<file path="src/design/sdf_pkg.sv">
// Constants shared by the sigma-delta filter front control block
package sdf_pkg;
  localparam int          ADDR_W      = 8;
  localparam int          DATA_W      = 32;
  localparam int          CB_W        = 5;
  localparam int          RATE_W      = 3;
  localparam int          STAT_W      = 4;
  localparam int          RES_W       = 24;
  localparam int          DEC_W       = 10;

  // Register byte offsets
  localparam logic [7:0]  CFG_OFS     = 8'h00;
  localparam logic [7:0]  STAT_OFS    = 8'h04;
  localparam logic [7:0]  MASK_OFS    = 8'h08;
  localparam logic [7:0]  RES_OFS     = 8'h0C;
  localparam logic [7:0]  STATE_OFS   = 8'h10;

  // Configuration word fields
  localparam int          CB_LSB      = 0;
  localparam int          RATE_LSB    = 5;

  // Status / mask bit positions
  localparam int          ST_OVR      = 0;
  localparam int          ST_EXTERR   = 1;
  localparam int          ST_CLR      = 2;
  localparam int          ST_DRDY     = 3;
  localparam logic [3:0]  MASK_RST    = 4'h0;

  // Control bus codes
  localparam logic [2:0]  CB_GAIN_MAX = 3'h4;
  localparam logic [2:0]  CB_AMP_STBY = 3'h5;
  localparam logic [1:0]  CB_CHIP_PD  = 2'h3;

  // Clocking and decimation
  localparam int          CLK_HZ      = 10000000;
  localparam int          MCLK_DIV    = 4;
  localparam logic [1:0]  DIV_LAST    = 2'(MCLK_DIV - 1);
  localparam logic [1:0]  SAMPLE_PH   = 2'h1;
  localparam logic [9:0]  DEC_BASE    = 10'h010;
  localparam logic [2:0]  RATE_MAX    = 3'h6;
  localparam logic [1:0]  CFG_SETTLE  = 2'h2;
endpackage : sdf_pkg

</file>
<file path="src/design/sdf_clk_div.sv">
// Divide-by-four modulator clock generator with sample strobe
`timescale 1ns/100ps
module sdf_clk_div (
  input  wire logic clock,
  input  wire logic rst,
  input  wire logic run,
  output logic      mclk_r,
  output logic      strobe_r
);
  logic [1:0] cnt_r;
  logic [1:0] cnt_nxt;
  logic       mclk_nxt;
  logic       strobe_nxt;

  // Stopped clock parks low: the modulator draws least current there
  always_comb begin
    if (!run) begin
      cnt_nxt = 2'h0;
    end else if (cnt_r == sdf_pkg::DIV_LAST) begin
      cnt_nxt = 2'h0;
    end else begin
      cnt_nxt = cnt_r + 2'h1;
    end
    mclk_nxt   = run & cnt_nxt[1];
    strobe_nxt = run & (cnt_r == sdf_pkg::SAMPLE_PH);
  end

  always_ff @(posedge clock) begin
    if (rst) begin
      cnt_r    <= 2'h0;
      mclk_r   <= 1'b0;
      strobe_r <= 1'b0;
    end else begin
      cnt_r    <= cnt_nxt;
      mclk_r   <= mclk_nxt;
      strobe_r <= strobe_nxt;
    end
  end
endmodule : sdf_clk_div

</file>
<file path="src/design/sdf_cfg_hold.sv">
// Configuration holder: pin or software source, applied whole
`timescale 1ns/100ps
module sdf_cfg_hold (
  input  wire logic                   clock,
  input  wire logic                   rst,
  input  wire logic                   hw_mode,
  input  wire logic [sdf_pkg::CB_W-1:0]   pin_cb,
  input  wire logic [sdf_pkg::RATE_W-1:0] pin_rate,
  input  wire logic                   wr,
  input  wire logic [sdf_pkg::CB_W-1:0]   wr_cb,
  input  wire logic [sdf_pkg::RATE_W-1:0] wr_rate,
  output logic [sdf_pkg::CB_W-1:0]        cb_r,
  output logic [sdf_pkg::RATE_W-1:0]      rate_r
);
  logic [sdf_pkg::CB_W-1:0]   cb_nxt;
  logic [sdf_pkg::RATE_W-1:0] rate_nxt;
  logic [7:0]                 pin_prev_r;
  logic [1:0]                 stable_r;
  logic [1:0]                 stable_nxt;
  logic [7:0]                 pin_now;

  assign pin_now = {pin_rate, pin_cb};

  // Pins must hold still before use so skew shows no torn code, save the raw pin load during reset
  always_comb begin
    cb_nxt   = cb_r;
    rate_nxt = rate_r;
    if (pin_now != pin_prev_r) begin
      stable_nxt = 2'h0;
    end else if (stable_r != sdf_pkg::CFG_SETTLE) begin
      stable_nxt = stable_r + 2'h1;
    end else begin
      stable_nxt = stable_r;
    end
    if (hw_mode) begin
      if (stable_r == sdf_pkg::CFG_SETTLE) begin
        cb_nxt   = pin_prev_r[4:0];
        rate_nxt = pin_prev_r[7:5];
      end
    end else if (wr) begin
      cb_nxt   = wr_cb;
      rate_nxt = wr_rate;
    end
  end

  always_ff @(posedge clock) begin
    if (rst) begin
      cb_r       <= pin_cb;
      rate_r     <= pin_rate;
      pin_prev_r <= pin_now;
      stable_r   <= 2'h0;
    end else begin
      cb_r       <= cb_nxt;
      rate_r     <= rate_nxt;
      pin_prev_r <= pin_now;
      stable_r   <= stable_nxt;
    end
  end
endmodule : sdf_cfg_hold

</file>
<file path="src/design/sdf_front_ctrl.sv">
// Input-side control of the decimating filter: clocking, intake, status
`timescale 1ns/100ps
module sdf_front_ctrl (
  input  wire logic                         clock,
  input  wire logic                         rst,
  input  wire logic [sdf_pkg::ADDR_W-1:0]   reg_addr,
  input  wire logic [sdf_pkg::DATA_W-1:0]   reg_wdata,
  input  wire logic                         reg_wr,
  input  wire logic                         reg_rd,
  output logic      [sdf_pkg::DATA_W-1:0]   reg_rdata,
  output logic                              irq,
  input  wire logic                         hw_mode_in,
  input  wire logic [sdf_pkg::CB_W-1:0]     ctrl_pins_in,
  input  wire logic [sdf_pkg::RATE_W-1:0]   rate_pins_in,
  input  wire logic                         sync_in,
  input  wire logic                         filter_powerdown_in,
  input  wire logic                         decimator_reset_in,
  input  wire logic                         modulator_bitstream_in,
  input  wire logic                         modulator_overrange_in,
  input  wire logic [sdf_pkg::RES_W-1:0]    filter_result_in,
  input  wire logic                         filter_result_valid_in,
  input  wire logic                         error_n_in,
  output logic                              error_n_out,
  output logic                              error_n_oe,
  output logic                              modulator_clock_out,
  output logic      [sdf_pkg::CB_W-1:0]     modulator_control_bus,
  output logic      [sdf_pkg::RATE_W-1:0]   rate_sel_out,
  output logic                              filter_sample_out,
  output logic                              filter_sample_valid,
  output logic                              filter_clear_out,
  output logic                              filter_run_out,
  output logic                              decimator_reset_out,
  output logic                              decim_tick_out
);
  // Bus decode
  logic                          cfg_wr;
  logic                          mask_wr;
  logic                          stat_rd;
  // Clock divider
  logic                          mclk;
  logic                          strobe;
  // Run control
  logic                          pd_r;
  logic                          sync_prev_r;
  logic                          sync_rise;
  logic                          run_r;
  logic                          run_nxt;
  // Decimation phase
  logic [sdf_pkg::DEC_W-1:0]     dec_cnt_r;
  logic [sdf_pkg::DEC_W-1:0]     dec_cnt_nxt;
  logic [sdf_pkg::DEC_W-1:0]     dec_last;
  logic [sdf_pkg::RATE_W-1:0]    rate_eff;
  logic                          clear_nxt;
  logic                          tick_nxt;
  logic                          clear_r;
  logic                          tick_r;
  logic                          sample_r;
  logic                          sample_nxt;
  logic                          sample_v_r;
  logic                          sample_v_nxt;
  logic                          dec_rst_r;
  // Status and registers
  logic [sdf_pkg::STAT_W-1:0]    stat_r;
  logic [sdf_pkg::STAT_W-1:0]    stat_nxt;
  logic [sdf_pkg::STAT_W-1:0]    stat_set;
  logic [sdf_pkg::STAT_W-1:0]    mask_r;
  logic [sdf_pkg::STAT_W-1:0]    mask_nxt;
  logic [sdf_pkg::RES_W-1:0]     result_r;
  logic [sdf_pkg::RES_W-1:0]     result_nxt;
  logic [sdf_pkg::DATA_W-1:0]    rdata_r;
  logic [sdf_pkg::DATA_W-1:0]    rdata_nxt;
  logic                          irq_r;
  logic                          irq_nxt;
  logic                          err_oe_r;
  logic                          err_oe_nxt;
  logic [sdf_pkg::CB_W-1:0]      cfg_cb;
  logic [sdf_pkg::RATE_W-1:0]    cfg_rate;
  logic                          amp_stby;
  logic                          chip_pd;

  assign cfg_wr  = reg_wr && (reg_addr == sdf_pkg::CFG_OFS);
  assign mask_wr = reg_wr && (reg_addr == sdf_pkg::MASK_OFS);
  assign stat_rd = reg_rd && (reg_addr == sdf_pkg::STAT_OFS);

  sdf_cfg_hold u_cfg (
    .clock    (clock),
    .rst      (rst),
    .hw_mode  (hw_mode_in),
    .pin_cb   (ctrl_pins_in),
    .pin_rate (rate_pins_in),
    .wr       (cfg_wr),
    .wr_cb    (reg_wdata[sdf_pkg::CB_LSB +: sdf_pkg::CB_W]),
    .wr_rate  (reg_wdata[sdf_pkg::RATE_LSB +: sdf_pkg::RATE_W]),
    .cb_r     (cfg_cb),
    .rate_r   (cfg_rate)
  );

  // Power-down gates the divider directly: the clock stops at once
  sdf_clk_div u_div (
    .clock    (clock),
    .rst      (rst),
    .run      (~pd_r),
    .mclk_r   (mclk),
    .strobe_r (strobe)
  );

  // The bus bits go out as held; the modulator decodes them itself
  assign modulator_control_bus = cfg_cb;
  assign rate_sel_out          = cfg_rate;
  assign modulator_clock_out   = mclk;
  // Decoded standby states, shown in the state register
  assign amp_stby = (cfg_cb[2:0] == sdf_pkg::CB_AMP_STBY);
  assign chip_pd  = (cfg_cb[2:1] == sdf_pkg::CB_CHIP_PD);

  assign sync_rise = sync_in & ~sync_prev_r;
  assign rate_eff  = (cfg_rate > sdf_pkg::RATE_MAX) ? sdf_pkg::RATE_MAX
                                                    : cfg_rate;
  assign dec_last  = (sdf_pkg::DEC_BASE << rate_eff) - 10'h001;

  // Run control and decimation phase
  always_comb begin
    run_nxt      = run_r;
    dec_cnt_nxt  = dec_cnt_r;
    clear_nxt    = 1'b0;
    tick_nxt     = 1'b0;
    sample_nxt   = sample_r;
    sample_v_nxt = 1'b0;
    if (pd_r) begin
      run_nxt = 1'b0;
    end else if (sync_rise) begin
      run_nxt = 1'b1;
    end
    if (decimator_reset_in) begin
      dec_cnt_nxt = '0;
    end else if (sync_rise && !pd_r
                 && (dec_cnt_r != '0 || !run_r)) begin
      dec_cnt_nxt = '0;
      clear_nxt   = 1'b1;
    end else if (strobe && run_r && !pd_r) begin
      // An aligned sync falls here and the count runs on
      if (dec_cnt_r >= dec_last) begin
        dec_cnt_nxt = '0;
        tick_nxt    = 1'b1;
      end else begin
        dec_cnt_nxt = dec_cnt_r + 10'h001;
      end
    end
    if (strobe && run_r && !pd_r) begin
      sample_nxt   = modulator_bitstream_in;
      sample_v_nxt = 1'b1;
    end
  end

  always_ff @(posedge clock) begin
    if (rst) begin
      pd_r        <= 1'b0;
      sync_prev_r <= 1'b0;
      run_r       <= 1'b1;
      dec_cnt_r   <= '0;
      clear_r     <= 1'b0;
      tick_r      <= 1'b0;
      sample_r    <= 1'b0;
      sample_v_r  <= 1'b0;
      dec_rst_r   <= 1'b0;
    end else begin
      pd_r        <= filter_powerdown_in;
      sync_prev_r <= sync_in;
      run_r       <= run_nxt;
      dec_cnt_r   <= dec_cnt_nxt;
      clear_r     <= clear_nxt;
      tick_r      <= tick_nxt;
      sample_r    <= sample_nxt;
      sample_v_r  <= sample_v_nxt;
      dec_rst_r   <= decimator_reset_in;
    end
  end

  assign filter_clear_out    = clear_r;
  assign decim_tick_out      = tick_r;
  assign filter_sample_out   = sample_r;
  assign filter_sample_valid = sample_v_r;
  assign filter_run_out      = run_r;
  assign decimator_reset_out = dec_rst_r;

  // Status, mask, result and read-back
  always_comb begin
    stat_set            = '0;
    stat_set[sdf_pkg::ST_OVR]    = modulator_overrange_in;
    // Ignore the pin while we pull it, else our own drive re-arms it
    stat_set[sdf_pkg::ST_EXTERR] = ~error_n_in & ~err_oe_r;
    stat_set[sdf_pkg::ST_CLR]    = clear_nxt;
    stat_set[sdf_pkg::ST_DRDY]   = filter_result_valid_in;
    // Set beats the clear-on-read in the same cycle
    stat_nxt   = (stat_rd ? '0 : stat_r) | stat_set;
    mask_nxt   = mask_wr ? reg_wdata[sdf_pkg::STAT_W-1:0] : mask_r;
    result_nxt = filter_result_valid_in ? filter_result_in
                                        : result_r;
    err_oe_nxt = stat_nxt[sdf_pkg::ST_OVR];
    irq_nxt    = |(stat_nxt & mask_nxt);
    rdata_nxt  = '0;
    if (reg_rd) begin
      unique case (reg_addr)
        sdf_pkg::CFG_OFS:   rdata_nxt = {24'h000000, cfg_rate, cfg_cb};
        sdf_pkg::STAT_OFS:  rdata_nxt = {28'h0000000, stat_r};
        sdf_pkg::MASK_OFS:  rdata_nxt = {28'h0000000, mask_r};
        sdf_pkg::RES_OFS:   rdata_nxt = {8'h00, result_r};
        sdf_pkg::STATE_OFS: rdata_nxt = {16'h0000, chip_pd, amp_stby,
                                         run_r, pd_r, 2'h0, dec_cnt_r};
        default:            rdata_nxt = '0;
      endcase
    end
  end

  always_ff @(posedge clock) begin
    if (rst) begin
      stat_r   <= '0;
      mask_r   <= sdf_pkg::MASK_RST;
      result_r <= '0;
      err_oe_r <= 1'b0;
      irq_r    <= 1'b0;
      rdata_r  <= '0;
    end else begin
      stat_r   <= stat_nxt;
      mask_r   <= mask_nxt;
      result_r <= result_nxt;
      err_oe_r <= err_oe_nxt;
      irq_r    <= irq_nxt;
      rdata_r  <= rdata_nxt;
    end
  end

  // Open drain: the data leg only ever pulls low
  assign error_n_out = 1'b0;
  assign error_n_oe  = err_oe_r;
  assign irq         = irq_r;
  assign reg_rdata   = rdata_r;
endmodule : sdf_front_ctrl

</file>
<file path="config.mk">
export PLATFORM = sky130hd
export DESIGN_NAME = sdf_front_ctrl
export DESIGN_NICKNAME = d
export VERILOG_FILES = /design/src/design/sdf_pkg.sv /design/src/design/sdf_clk_div.sv /design/src/design/sdf_cfg_hold.sv /design/src/design/sdf_front_ctrl.sv
export SDC_FILE = /design/constraint.sdc
export NUM_CORES = 1
export LEC_CHECK = 0
export ABC_AREA = 1
export BUFFER_PORTS_ARGS = -buffer_cell sky130_fd_sc_hd__buf_2
export CAP_MARGIN = 20
export CORE_AREA = 4 4 115 117
export CTS_CLUSTER_SIZE = 10
export DETAILED_ROUTE_END_ITERATION = 7
export DIE_AREA = 0 0 119 121
export PLACE_DENSITY_LB_ADDON = 0.08
export SYNTH_ARGS = -nofsm -noshare
export SYNTH_HDL_FRONTEND = slang
export SYNTH_HIERARCHICAL = 1
export SYNTH_SLANG_ARGS = --single-unit
</file>
<file path="constraint.sdc">
create_clock -name clock -period 2.8 [get_ports clock]
set_input_delay 0.56 -clock clock [delete_from_list [all_inputs] [get_ports clock]]
set_output_delay 0.56 -clock clock [all_outputs]
set_load 0.005 [all_outputs]
</file>
==> impl_metrics.env <==
export IMPL_final_util_pct=42.0
export IMPL_ys_seq_elements=96
export IMPL_seq_area_frac_synth_pct=47.3
export IMPL_status="finished, final reports clean"
export IMPL_grt_use_total_pct=15.7
export IMPL_p_per_area_mw_per_mm2=590
export IMPL_via_count=3681
export IMPL_worstMarginPinSlew_ps=799
export IMPL_rows=41
export IMPL_yosys_warnings=6
export IMPL_ir_worst_vdd_uv=223
export IMPL_drc=0
export IMPL_synth_top_area_share_pct=41.6
export IMPL_cts_resized=0
export IMPL_dp_hpwl_mm=8.49
export IMPL_finalMaxSlewViolations=0
export IMPL_tritoncts="yes"
export IMPL_antenna_found_initial=0
export IMPL_period_share_pct=69.3
export IMPL_diodes=0
export IMPL_die_w_um=119
export IMPL_synth_top_area_cell="dfxtp_1"
export IMPL_cts_setup_buffers=0
export IMPL_start_util_pct=34.2
export IMPL_synth_compound_area_share_pct=12.6
export IMPL_muxShareOfSynthArea_pct=0
export IMPL_ant_nets=0
export IMPL_clkTransAtPathRegs_ps=70
export IMPL_core_region_area_mm2=0.0124
export IMPL_grt_pass1_vias=3549
export IMPL_root_buffer="clkbuf_16"
export IMPL_drv_cap=0
export IMPL_cellLeakagePower_nw=2.40
export IMPL_place_inst=802
export IMPL_synth_edf_count=8
export IMPL_netlist_instances=541
export IMPL_crit_path_max_fanout=10
export IMPL_synth_async_reset_ratio_pct=0
export IMPL_fp_dieH_um=121
export IMPL_wl_per_cell_um=13.5
export IMPL_clock_path_buffers=2
export IMPL_synth_simple_area_share_pct=25.1
export IMPL_critPathKind="reg -> reg"
export IMPL_grt_overflow=0
export IMPL_grt_setup_unrepaired="no"
export IMPL_clkSinkCount=96
export IMPL_grt_max_degree=28
export IMPL_syn_area_mm2=0.00423
export IMPL_drt_iter0_drc=207
export IMPL_viasPerCell=4.50
export IMPL_arrival_ps=2220
export IMPL_hold_violations=0
export IMPL_totalPowerFinal_mw=3.07
export IMPL_fmax_ghz=0.515
export IMPL_worstPathRequired_ps=3080
export IMPL_placement_io_buffers=100
export IMPL_yosys_area_share_xor_xnor_pct=2.07
export IMPL_ioPinCount=134
export IMPL_die_area_mm2=0.0144
export IMPL_synth_distinct_cells=34
export IMPL_period_needed_ps=1940
export IMPL_syn_avg_cell_area_um2=7.82
export IMPL_cts_hold_repair_buffers=0
export IMPL_drive_gt1_share_pct=24.1
export IMPL_htree_levels=3
export IMPL_slew_headroom_pct=46.7
export IMPL_synth_ff_type="dfxtp_1"
export IMPL_ys_top_cells_by_area="dfxtp_1, nand2_1, nor2_1"
export IMPL_synth_top_family_by_area="simple AND/OR/NAND/NOR gates"
export IMPL_grt_pass1_wl_mm=17.6
export IMPL_finalNetCount=736
export IMPL_clock_skew_ps=8.68
export IMPL_critPathLaunchType="register"
export IMPL_setup_viol=0
export IMPL_synthAdderAreaFrac_pct=3.25
export IMPL_place_congestion=0.879
export IMPL_dr_pass1_iters=4
export IMPL_end_kind="register"
export IMPL_wl_mm=11.1
export IMPL_nFillCells=1311
export IMPL_numCtsBuffers=9
export IMPL_clock_latency_ps=350
export IMPL_hold_path_class="in -> reg"
export IMPL_syn2layout_area_growth_pct=22.8
export IMPL_setup_tns_ps=0
export IMPL_fin_cells=818
-- final cells by class --
type,count,area [um2],area share (%)
flip-flops and latches,96,2000,38.5
inverters,70,263,5.06
repair buffers,104,531,10.2
multi-input cells,360,1850,35.7
clock buffers,12,279,5.37
well taps,172,215,4.14
clock inverters,4,53.8,1.04
-- routing by layer --
layer / GRT usage [%] / wire, um / vias to the layer above
met5: 0 / 0 / -
met4: 5.21 / 122 / 0
met3: 4.62 / 718 / 10
met2: 25.9 / 5260 / 97
met1: 19.6 / 4960 / 1663
li1: - / - / 1911
-- worst max-delay path, stage by stage (launching register included) --
cell and delay [ps]:
edfxtp_1 520, o21ai_0 220, ha_1 250, nand2_1 70
nor2_1 50, o21ai_0 70, nand3b_1 90, o21ai_0 250
nand2_2 220, nor2_1 130
-- state kept, by name, indices dropped and copies added (netlist names) --
name                 flops
dec_cnt_r               10
decim_tick_out           1
decimator_reset_out      1
filter_clear_out         1
filter_run_out           1
filter_sample_out        1
filter_sample_valid      1
irq                      1
mask_r                   4
pd_r                     1
reg_rdata               24
result_r                24
stat_r                   4
sync_prev_r              1
u_cfg/cb_r               5
u_cfg/pin_prev_r         8
u_cfg/rate_r             3
u_cfg/stable_r           2
u_div/cnt_r              1
u_div/mclk_r             1
u_div/strobe_r           1
-- layout by cell type, fill, tap and decap left out, types with 6 or more instances in the layout --
| master | n |
|---|---|
| ha_1 | 11 |
| a21oi_1 | 46 |
| nor3_1 | 17 |
| inv_2 | 7 |
| edfxtp_1 | 8 |
| buf_2 | 100 |
| clkbuf_16 | 11 |
| conb_1 | 9 |
| xor2_1 | 6 |
| dfxtp_1 | 88 |
| nand4_1 | 6 |
| nor2_1 | 73 |
| nor2_2 | 7 |
| a21oi_2 | 6 |
| inv_1 | 63 |
| nand2_1 | 97 |
| o21ai_0 | 43 |
| nand3_1 | 15 |
-- worst paths after layout --
path	startpoint	end	slack, ps	depth (start not counted)
max	u_cfg/rate_r[0]	dec_cnt_r[5]	860	9
min reg2reg	result_r[21]	reg_rdata[21]	440	2
min	ctrl_pins_in[0]	u_cfg/pin_prev_r[0]	340	1
max reg2reg	u_cfg/rate_r[0]	dec_cnt_r[5]	860	9
-- synthesized netlist by cell type (7+ instances only) --
master,number
edfxtp_1,8
clkbuf_1,10
ha_1,11
nor3_1,17
a21oi_1,46
o21ai_0,43
inv_1,63
nand3_1,15
inv_2,7
dfxtp_1,88
nand2_1,97
buf_4,9
nor2_2,7
nor2_1,73
-- report_power, final --
part           leakage, nW  internal (mW)  switching, mW
combinational         1.44         0.0929          0.144
sequential           0.798           1.44         0.0343
clock                0.164          0.809          0.548
total                 2.40           2.34          0.727
-- cells by family after synthesis --
group	count (synthesis)
adders and majority gates	11
buffers and inverters	93
other	1
DFF	96
AOI/OAI and AO/OA	98
xor gates and xnor gates	10
and+or+nand+nor	232
-- through the flow --
stage               area, um2  setup slack [ps]  hold WS [ps]
floorplan                4260              1060           424
global placement         4860               718           428
detailed placement       4860               705           436
CTS                      5200               822           325
global route             5200               632           320
finish                   5200               859           336
Note: power is estimated with default switching activity, not from simulation.
